==> src/tap_event_pkg.sv <==
// Register map, field layout and bus constants for the tap interrupt block
package tap_event_pkg;
	// Register indices; byte address is four times the index
	localparam logic [7:0] CFG_INDEX = 8'h38;
	localparam logic [7:0] SRC_INDEX = 8'h39;
	localparam logic [7:0] STATUS_INDEX = 8'h40;
	localparam logic [7:0] MASK_INDEX = 8'h41;
	localparam int INDEX_LSB = 2;
	localparam int INDEX_W = 8;
	// Tap configuration and source fields
	localparam int AXIS_COUNT = 3;
	localparam int FLAG_W = 6;
	localparam int LATCH_BIT = 6;
	localparam int ACTIVE_BIT = 6;
	localparam logic [6:0] CFG_RESET = 7'h00;
	localparam logic [5:0] FLAGS_RESET = 6'h00;
	// Interrupt status and mask layout
	localparam int EVT_W = 2;
	localparam int EVT_SINGLE = 0;
	localparam int EVT_DOUBLE = 1;
	localparam logic [1:0] EVT_RESET = 2'h0;
	// Bus answers
	localparam logic [1:0] RESP_OKAY = 2'h0;
	localparam logic [1:0] RESP_SLVERR = 2'h2;
	localparam logic [31:0] DATA_ZERO = 32'h0000_0000;
endpackage : tap_event_pkg

==> src/reg_bus_if.sv <==
// Internal register access carrier between the bus port and the register file
`timescale 1ns/100ps
`default_nettype none
interface reg_bus_if #(parameter int ADDR_W = 12);
	logic wrEn;
	logic [ADDR_W-1:0] wrAddr;
	logic [31:0] wrData;
	logic [3:0] wrStrb;
	logic wrOk;
	logic rdEn;
	logic [ADDR_W-1:0] rdAddr;
	logic [31:0] rdData;
	logic rdOk;
	modport port (output wrEn, wrAddr, wrData, wrStrb, rdEn, rdAddr,
		input wrOk, rdData, rdOk);
	modport regs (input wrEn, wrAddr, wrData, wrStrb, rdEn, rdAddr,
		output wrOk, rdData, rdOk);
endinterface : reg_bus_if
`default_nettype wire

==> src/tap_axil_port.sv <==
// AXI4-Lite slave front end turning bus traffic into register strobes
`timescale 1ns/100ps
`default_nettype none
module tap_axil_port
	import tap_event_pkg::*;
#(
	parameter int ADDR_W = 12
)(
	input wire logic core_clk,
	input wire logic reset,
	input wire logic cke,
	input wire logic [ADDR_W-1:0] awaddr,
	input wire logic awvalid,
	output logic awready,
	input wire logic [31:0] wdata,
	input wire logic [3:0] wstrb,
	input wire logic wvalid,
	output logic wready,
	output logic [1:0] bresp,
	output logic bvalid,
	input wire logic bready,
	input wire logic [ADDR_W-1:0] araddr,
	input wire logic arvalid,
	output logic arready,
	output logic [31:0] rdata,
	output logic [1:0] rresp,
	output logic rvalid,
	input wire logic rready,
	reg_bus_if.port bus
);
	logic awHeld;
	logic wHeld;
	logic [ADDR_W-1:0] awAddr;
	logic [31:0] wData;
	logic [3:0] wStrb;
	wire awTake = awvalid && awready;
	wire wTake = wvalid && wready;
	wire doWrite = awHeld && wHeld && !bvalid;
	wire next_awHeld = awHeld ? !doWrite : awTake;
	wire next_wHeld = wHeld ? !doWrite : wTake;

	// Strobes only fire while enabled, so the register file never sees frozen cycles
	assign bus.wrEn = cke && doWrite;
	assign bus.wrAddr = awAddr;
	assign bus.wrData = wData;
	assign bus.wrStrb = wStrb;
	assign bus.rdEn = cke && arvalid && arready;
	assign bus.rdAddr = araddr;

	// Address and data are held apart, so either may come first
	always_ff @(posedge core_clk or posedge reset)
	begin
		if (reset)
		begin
			awHeld <= 1'b0;
			wHeld <= 1'b0;
			awready <= 1'b0;
			wready <= 1'b0;
			awAddr <= '0;
			wData <= DATA_ZERO;
			wStrb <= 4'h0;
			bvalid <= 1'b0;
			bresp <= RESP_OKAY;
		end
		else if (cke)
		begin
			awHeld <= next_awHeld;
			wHeld <= next_wHeld;
			awready <= !next_awHeld;
			wready <= !next_wHeld;
			if (awTake)
				awAddr <= awaddr;
			if (wTake)
			begin
				wData <= wdata;
				wStrb <= wstrb;
			end
			if (doWrite)
			begin
				bvalid <= 1'b1;
				bresp <= bus.wrOk ? RESP_OKAY : RESP_SLVERR;
			end
			else if (bready)
				bvalid <= 1'b0;
		end
	end

	// One read in flight; data captured at acceptance
	always_ff @(posedge core_clk or posedge reset)
	begin
		if (reset)
		begin
			arready <= 1'b0;
			rvalid <= 1'b0;
			rdata <= DATA_ZERO;
			rresp <= RESP_OKAY;
		end
		else if (cke)
		begin
			if (arvalid && arready)
			begin
				arready <= 1'b0;
				rvalid <= 1'b1;
				rdata <= bus.rdData;
				rresp <= bus.rdOk ? RESP_OKAY : RESP_SLVERR;
			end
			else if (rvalid && rready)
			begin
				rvalid <= 1'b0;
				arready <= 1'b1;
			end
			else if (!rvalid)
				arready <= 1'b1;
		end
	end
endmodule : tap_axil_port
`default_nettype wire

==> src/tap_source_flags.sv <==
// Per-axis single and double tap flags with latched or following behaviour
`timescale 1ns/100ps
`default_nettype none
module tap_source_flags
	import tap_event_pkg::*;
(
	input wire logic core_clk,
	input wire logic reset,
	input wire logic cke,
	input wire logic [AXIS_COUNT-1:0] singleTap,
	input wire logic [AXIS_COUNT-1:0] doubleTap,
	input wire logic [6:0] tapConfig,
	input wire logic readClear,
	output logic [FLAG_W-1:0] flags
);
	wire latched = tapConfig[LATCH_BIT];
	logic [FLAG_W-1:0] tapHit;
	logic [FLAG_W-1:0] next_flags;

	// Enable gating per axis; set beats the read clear
	for (genvar a = 0; a < AXIS_COUNT; a++)
	begin : g_axis
		assign tapHit[2*a] = singleTap[a] && tapConfig[2*a];
		assign tapHit[2*a+1] = doubleTap[a] && tapConfig[2*a+1];
		// Held in latched mode, following otherwise
		assign next_flags[2*a] = latched ? ((flags[2*a] && !readClear) || tapHit[2*a])
			: tapHit[2*a];
		assign next_flags[2*a+1] = latched ? ((flags[2*a+1] && !readClear) || tapHit[2*a+1])
			: tapHit[2*a+1];
	end

	always_ff @(posedge core_clk or posedge reset)
	begin
		if (reset)
			flags <= FLAGS_RESET;
		else if (cke)
			flags <= next_flags;
	end
endmodule : tap_source_flags
`default_nettype wire

==> src/tap_event_interrupt_logic.sv <==
// Tap interrupt configuration, source flags and AXI4-Lite register file
`timescale 1ns/100ps
`default_nettype none
module tap_event_interrupt_logic
	import tap_event_pkg::*;
#(
	parameter int ADDR_W = 12
)(
	input wire logic core_clk,
	input wire logic reset,
	input wire logic cke,
	input wire logic [AXIS_COUNT-1:0] singleTap,
	input wire logic [AXIS_COUNT-1:0] doubleTap,
	input wire logic [ADDR_W-1:0] s_axi_awaddr,
	input wire logic s_axi_awvalid,
	output logic s_axi_awready,
	input wire logic [31:0] s_axi_wdata,
	input wire logic [3:0] s_axi_wstrb,
	input wire logic s_axi_wvalid,
	output logic s_axi_wready,
	output logic [1:0] s_axi_bresp,
	output logic s_axi_bvalid,
	input wire logic s_axi_bready,
	input wire logic [ADDR_W-1:0] s_axi_araddr,
	input wire logic s_axi_arvalid,
	output logic s_axi_arready,
	output logic [31:0] s_axi_rdata,
	output logic [1:0] s_axi_rresp,
	output logic s_axi_rvalid,
	input wire logic s_axi_rready,
	output logic irq
);
	reg_bus_if #(.ADDR_W(ADDR_W)) bus ();

	logic [6:0] tapConfig;
	logic [FLAG_W-1:0] flags;
	logic [EVT_W-1:0] intStatus;
	logic [EVT_W-1:0] intMask;

	// Bus front end; every bus output is a flop inside it
	tap_axil_port #(.ADDR_W(ADDR_W)) u_port (
		.core_clk(core_clk),
		.reset(reset),
		.cke(cke),
		.awaddr(s_axi_awaddr),
		.awvalid(s_axi_awvalid),
		.awready(s_axi_awready),
		.wdata(s_axi_wdata),
		.wstrb(s_axi_wstrb),
		.wvalid(s_axi_wvalid),
		.wready(s_axi_wready),
		.bresp(s_axi_bresp),
		.bvalid(s_axi_bvalid),
		.bready(s_axi_bready),
		.araddr(s_axi_araddr),
		.arvalid(s_axi_arvalid),
		.arready(s_axi_arready),
		.rdata(s_axi_rdata),
		.rresp(s_axi_rresp),
		.rvalid(s_axi_rvalid),
		.rready(s_axi_rready),
		.bus(bus)
	);

	// Word decode: low two address bits ignored, index above them
	wire [INDEX_W-1:0] wrIndex = bus.wrAddr[INDEX_LSB +: INDEX_W];
	wire [INDEX_W-1:0] rdIndex = bus.rdAddr[INDEX_LSB +: INDEX_W];
	wire wrUpper = (bus.wrAddr >> (INDEX_LSB + INDEX_W)) == '0;
	wire rdUpper = (bus.rdAddr >> (INDEX_LSB + INDEX_W)) == '0;
	wire wrCfg = wrUpper && wrIndex == CFG_INDEX;
	wire wrSrc = wrUpper && wrIndex == SRC_INDEX;
	wire wrStatus = wrUpper && wrIndex == STATUS_INDEX;
	wire wrMask = wrUpper && wrIndex == MASK_INDEX;
	wire rdCfg = rdUpper && rdIndex == CFG_INDEX;
	wire rdSrc = rdUpper && rdIndex == SRC_INDEX;
	wire rdStatus = rdUpper && rdIndex == STATUS_INDEX;
	wire rdMask = rdUpper && rdIndex == MASK_INDEX;
	wire lane0 = bus.wrStrb[0];

	// Source is read only; a write there is answered with an error
	assign bus.wrOk = wrCfg || wrStatus || wrMask;
	assign bus.rdOk = rdCfg || rdSrc || rdStatus || rdMask;

	// Active flag is derived, so it can never disagree with the flags
	wire anyActive = |flags;
	wire [7:0] sourceValue = {1'b0, anyActive, flags};
	wire [7:0] configValue = {1'b0, tapConfig};

	// Read mux; narrow registers sit in the low bits
	assign bus.rdData = rdCfg ? {24'h00_0000, configValue} :
		rdSrc ? {24'h00_0000, sourceValue} :
		rdStatus ? {30'h0000_0000, intStatus} :
		rdMask ? {30'h0000_0000, intMask} : DATA_ZERO;

	// Read side effect: a source read frees the held flags in latched mode
	wire latched = tapConfig[LATCH_BIT];
	wire readClear = bus.rdEn && rdSrc && latched;

	// Bit 7 of the config write is dropped; it has no storage
	always_ff @(posedge core_clk or posedge reset)
	begin
		if (reset)
			tapConfig <= CFG_RESET;
		else if (cke && bus.wrEn && wrCfg && lane0)
			tapConfig <= bus.wrData[6:0];
	end

	// Flag storage and per-axis enable gating
	tap_source_flags u_flags (
		.core_clk(core_clk),
		.reset(reset),
		.cke(cke),
		.singleTap(singleTap),
		.doubleTap(doubleTap),
		.tapConfig(tapConfig),
		.readClear(readClear),
		.flags(flags)
	);

	// Interrupt events: any enabled single or double tap this cycle
	logic [EVT_W-1:0] tapEvent;
	assign tapEvent[EVT_SINGLE] = |(singleTap & {tapConfig[4], tapConfig[2], tapConfig[0]});
	assign tapEvent[EVT_DOUBLE] = |(doubleTap & {tapConfig[5], tapConfig[3], tapConfig[1]});
	wire [EVT_W-1:0] statusClear = (bus.wrEn && wrStatus && lane0)
		? bus.wrData[EVT_W-1:0] : EVT_RESET;
	// New event wins over a write-one clear in the same cycle
	wire [EVT_W-1:0] next_intStatus = (intStatus & ~statusClear) | tapEvent;

	always_ff @(posedge core_clk or posedge reset)
	begin
		if (reset)
		begin
			intStatus <= EVT_RESET;
			intMask <= EVT_RESET;
		end
		else if (cke)
		begin
			intStatus <= next_intStatus;
			if (bus.wrEn && wrMask && lane0)
				intMask <= bus.wrData[EVT_W-1:0];
		end
	end

	// Registered so the pin is glitch free; updates on the same edge as the status
	always_ff @(posedge core_clk or posedge reset)
	begin
		if (reset)
			irq <= 1'b0;
		else if (cke)
			irq <= |(next_intStatus & intMask);
	end

	// Configuration write lands in the register
	cfg_write_a: assert property (@(posedge core_clk) disable iff (reset)
		bus.wrEn && wrCfg && lane0 && cke
		|=> tapConfig == $past(bus.wrData[6:0]))
		else $error("config write not stored");

	// Latched flags stay until a source read
	latch_hold_a: assert property (@(posedge core_clk) disable iff (reset)
		latched && flags[0] && !readClear
		|=> flags[0])
		else $error("latched flag lost without a read");

	// Disabled double tap never raises its flag
	double_gate_a: assert property (@(posedge core_clk) disable iff (reset)
		!tapConfig[1] && !flags[1] && !$past(tapConfig[1])
		|=> !flags[1])
		else $error("double tap flag set while disabled");

	// Disabled single tap never raises its flag
	single_gate_a: assert property (@(posedge core_clk) disable iff (reset)
		!tapConfig[4] && !flags[4] && !$past(tapConfig[4])
		|=> !flags[4])
		else $error("single tap flag set while disabled");

	// Both enables set: either kind of tap is reported
	pair_either_a: assert property (@(posedge core_clk) disable iff (reset)
		cke && tapConfig[3] && tapConfig[2] && (singleTap[1] || doubleTap[1])
		|=> flags[3] || flags[2])
		else $error("tap not reported with both enables");

	// Source read returns the flags with the active bit
	source_read_a: assert property (@(posedge core_clk) disable iff (reset)
		bus.rdEn && rdSrc
		|=> s_axi_rvalid && s_axi_rdata[7:0] == $past(sourceValue)
			&& s_axi_rdata[ACTIVE_BIT] == $past(|flags))
		else $error("source read data wrong");

	// Active flag is raised one cycle after an enabled tap
	active_flag_a: assert property (@(posedge core_clk) disable iff (reset)
		cke && |tapEvent
		|=> anyActive)
		else $error("active flag missing after tap");

	// Enabled event sets its flag at the next edge
	event_sets_a: assert property (@(posedge core_clk) disable iff (reset)
		cke && tapConfig[0] && singleTap[0]
		|=> flags[0])
		else $error("enabled single tap did not set flag");

	// Latched read with no new events empties the register
	read_clear_a: assert property (@(posedge core_clk) disable iff (reset)
		cke && readClear && !(|singleTap) && !(|doubleTap)
		|=> flags == FLAGS_RESET && !anyActive)
		else $error("source read did not clear latched flags");
endmodule : tap_event_interrupt_logic
`default_nettype wire

==> config.mk <==
export PLATFORM = sky130hd
export DESIGN_NAME = tap_event_interrupt_logic
export DESIGN_NICKNAME = d
export VERILOG_FILES = /design/src/tap_event_pkg.sv /design/src/reg_bus_if.sv /design/src/tap_axil_port.sv /design/src/tap_source_flags.sv /design/src/tap_event_interrupt_logic.sv
export SDC_FILE = /design/constraint.sdc
export NUM_CORES = 1
export LEC_CHECK = 0
export BUFFER_PORTS_ARGS = -buffer_cell sky130_fd_sc_hd__buf_2
export CAP_MARGIN = 20
export CORE_AREA = 2 2 67 117
export DETAILED_ROUTE_END_ITERATION = 10
export DIE_AREA = 0 0 69 119
export PLACE_DENSITY = 0.61
export SETUP_SLACK_MARGIN = 0.5
export SKIP_LAST_GASP = 1
export SYNTH_ARGS = -nofsm -noshare
export SYNTH_HDL_FRONTEND = slang
export SYNTH_SLANG_ARGS = --single-unit
==> constraint.sdc <==
create_clock -name core_clk -period 3.9 [get_ports core_clk]
set_input_delay 0 -clock core_clk [delete_from_list [all_inputs] [get_ports core_clk]]
set_output_delay 0 -clock core_clk [all_outputs]
set_load 0.02 [all_outputs]
==> impl_metrics.env <==
export IMPL_num_vias=1845
export IMPL_power_density_nw_per_um2=494
export IMPL_post_cts_resized=0
export IMPL_rr_endpoint="irq"
export IMPL_fin_area_um2=3140
export IMPL_coreArea_um2=7360
export IMPL_rows=42
export IMPL_viasPerCell=4.78
export IMPL_worstPathCellList="nor4b_1 > or4bb_1 > o2111ai_1 > o221ai_1"
export IMPL_synth_seq_cells=52
export IMPL_critPathSlowestCell="or4bb_1"
export IMPL_setup_viol=0
export IMPL_boundaryPins=116
export IMPL_htreeDepth=2
export IMPL_clk_latency_ns=0.29
export IMPL_endpoint="irq"
export IMPL_rr_worst_depth=4
export IMPL_grt_pass1_wl_um=8540
export IMPL_yosysUniqueCellTypes=34
export IMPL_seq_power_share=0.500
export IMPL_hold_path_class="input pin to flop"
export IMPL_antenna_cells=0
export IMPL_grt_overflow_total=0
export IMPL_p_leak_uw=0.00151
export IMPL_antenna_found_initial=0
export IMPL_cpPeakStageDelay_ns=0.59
export IMPL_worst_path_max_fanout=3
export IMPL_power_switching_uw=457
export IMPL_critPathKind="flop to flop"
export IMPL_maxSlewHeadroom=0.562
export IMPL_max_freq_mhz=505
export IMPL_drt_iter0_drc=62
export IMPL_avgSynthCellArea_um2=11.5
export IMPL_yosysSeqAreaShare=0.524
export IMPL_p_clk_frac=0.266
export IMPL_fillers=741
export IMPL_netlist_area_um2=2480
export IMPL_internal_power_uw=1090
export IMPL_final_cell_mix="56 x buf_2, 52 x dfrtp_1, 28 x mux2_2"
export IMPL_tns_ns=0
export IMPL_cts_root_buf="clkbuf_16"
export IMPL_numCtsBuffers=5
export IMPL_period_needed_ns=1.98
export IMPL_grt_pass1_vias=1888
export IMPL_combPwrFrac=0.233
export IMPL_critPathTopFamily="simple AND/OR/NAND/NOR gates"
export IMPL_synthCells=216
export IMPL_die_w_um=69
export IMPL_regToRegSetupSlack_ns=1.92
export IMPL_gp_congestion=0.780
export IMPL_reg2reg_from="u_port.bus.wrAddr[5]"
export IMPL_critical_path_depth=4
export IMPL_ant_nets=0
export IMPL_final_net_count=372
export IMPL_rsz0062_at_grt="no"
export IMPL_drv_cap=0
export IMPL_critPathRequiredTime_ns=4.04
export IMPL_finalHoldViolations=0
export IMPL_route_detailed_drc=0
export IMPL_outcome="completed"
export IMPL_dpl_hpwl_um=3870
export IMPL_yosysTopAreaCellShare=0.524
export IMPL_grt_max_degree=53
export IMPL_swShare=0.295
export IMPL_startpoint="u_port.bus.wrAddr[5]"
export IMPL_post_cts_buffers=0
export IMPL_ir_worst_vdd_mv=0.212
export IMPL_worstMarginPinSlew_ns=0.657
export IMPL_layout_commonest_cell="buf_2"
export IMPL_crit_path_end_kind="flop"
export IMPL_drive_gt1_frac=0.326
export IMPL_path_buf_inv=0
export IMPL_synth_warnings=0
export IMPL_dr_pass1_iters=4
export IMPL_start_util=0.338
export IMPL_syn_to_final_growth_pct=26.3
export IMPL_cts_hold_buf=25
export IMPL_cts_tree="done"
export IMPL_cts_buffer_depth=2
export IMPL_clock_sinks=52
export IMPL_finClkSkew_ns=0.00318
export IMPL_placed_cell_area_um2=2750
export IMPL_synth_area_leaders="dfrtp_1 52%, mux2_2 13%, buf_4 8.2%, mux2i_1 3.2%, nand2_1 2.9%"
export IMPL_grt_total_usage=0.130
export IMPL_clk_pin_slew_ns=0.06
export IMPL_portBuffers=56
export IMPL_yosys_area_top_type="dfrtp_1"
export IMPL_finalMaxSlewViolations=0
export IMPL_fin_crit_sh=0.507
export IMPL_start_kind="flop"
export IMPL_wire_per_inst_um=12.9
export IMPL_dieArea_um2=8210
export IMPL_wl_um=4990
export IMPL_crit_arrival_ns=2.12
export IMPL_die_y_um=119
layout make-up:
type | count | area (µm²) | area share
clock buffer | 6 | 129 | 0.0411
clock inverter | 1 | 5.00 | 0.00160
inverter | 10 | 37.5 | 0.0120
multi-input combinational | 147 | 1020 | 0.324
sequential | 52 | 1300 | 0.415
tap | 88 | 110 | 0.0351
timing repair buffer | 82 | 538 | 0.172
worst min path at each step:
stage,endpoint,cells past startpoint,from,slack (ns)
after global routing,u_flags.flags[5],2,doubleTap[2],0.006
final,u_flags.flags[5],2,doubleTap[2],0.009
after CTS,u_flags.flags[2],2,singleTap[1],0.003
after floorplan,u_port.bus.wrAddr[11],1,s_axi_awaddr[11],0.15
after global placement,u_port.bus.wrData[4],3,reset,0.21
after detailed placement,u_port.bus.wrData[6],3,reset,0.22
synth_stat cells:
cell type  number
nand2b_1        2
o21ai_0        14
a222oi_1        2
or4_4           2
o2111ai_1       1
a21boi_0        2
and3_1          2
inv_1          10
buf_2           1
a2bb2oi_2       1
nor2_1          5
nor3_1          1
a211oi_1        1
or4bb_1         1
or2_2           1
clkbuf_1        5
nor4_1          2
a32o_1          6
nor4b_1         2
a21oi_1         6
mux2i_1         8
nand3_1         3
nand4b_1        3
dfrtp_1        52
nand2_1        19
or3_1           2
mux2_2         28
o22a_1          2
o21ai_1         1
buf_4          27
o221ai_1        1
o211ai_1        1
conb_1          1
or4b_2          1
flip-flops by register name, indices dropped and copies added (netlist names):
name               count
intMask                2
intStatus              2
irq                    1
tapConfig              7
u_flags.flags          6
u_port.arready         1
u_port.awHeld          1
u_port.awready         1
u_port.bresp           1
u_port.bus.wrAddr     10
u_port.bus.wrData      7
u_port.bus.wrStrb      1
u_port.bvalid          1
u_port.rdata           7
u_port.rresp           1
u_port.rvalid          1
u_port.wHeld           1
u_port.wready          1
per-layer routing:
metal  part of all wire  global-route usage  vias to the layer above
met2               0.56               0.244                       63
met1               0.36               0.134                      891
met3              0.047              0.0212                       11
met5                  0                   0                        -
met4              0.031              0.0699                        0
li1                   -                   -                      880
per-stage QoR:
stage | setup WS [ns] | util | cells | total power (µW) | hold slack, ns
after floorplan | 2.17 | - | 242 | 1040 | 0.150
after global placement | 1.81 | 0.374 | 354 | 1110 | 0.214
after CTS | 1.89 | 0.426 | 386 | 1580 | 0.00337
final | 1.92 | 0.426 | 386 | 1550 | 0.00919
after detailed placement | 1.80 | 0.374 | 354 | 1140 | 0.223
after global routing | 1.76 | 0.426 | 386 | 1650 | 0.00595
power groups by stage:
stage          Sequential, µW  Clock, µW  Combinational [µW]
2_1_floorplan             782          0                 256
3_3_place_gp              777          0                 335
3_5_place_dp              787          0                 349
4_1_cts                   776        432                 369
5_1_grt                   794        452                 405
6_report                  775        412                 361
cell families (layout without fill, tap and decap cells):
logic type,after synthesis,in the layout,share of synthesized area
buffers and inverters,43,99,0.106
DFF,52,52,0.524
AOI/OAI and AO/OA,38,38,0.107
and+or+nand+nor,46,46,0.102
muxes,36,36,0.159
other,1,27,0.00151
No activity file was read; power rests on OpenSTA's default activity.
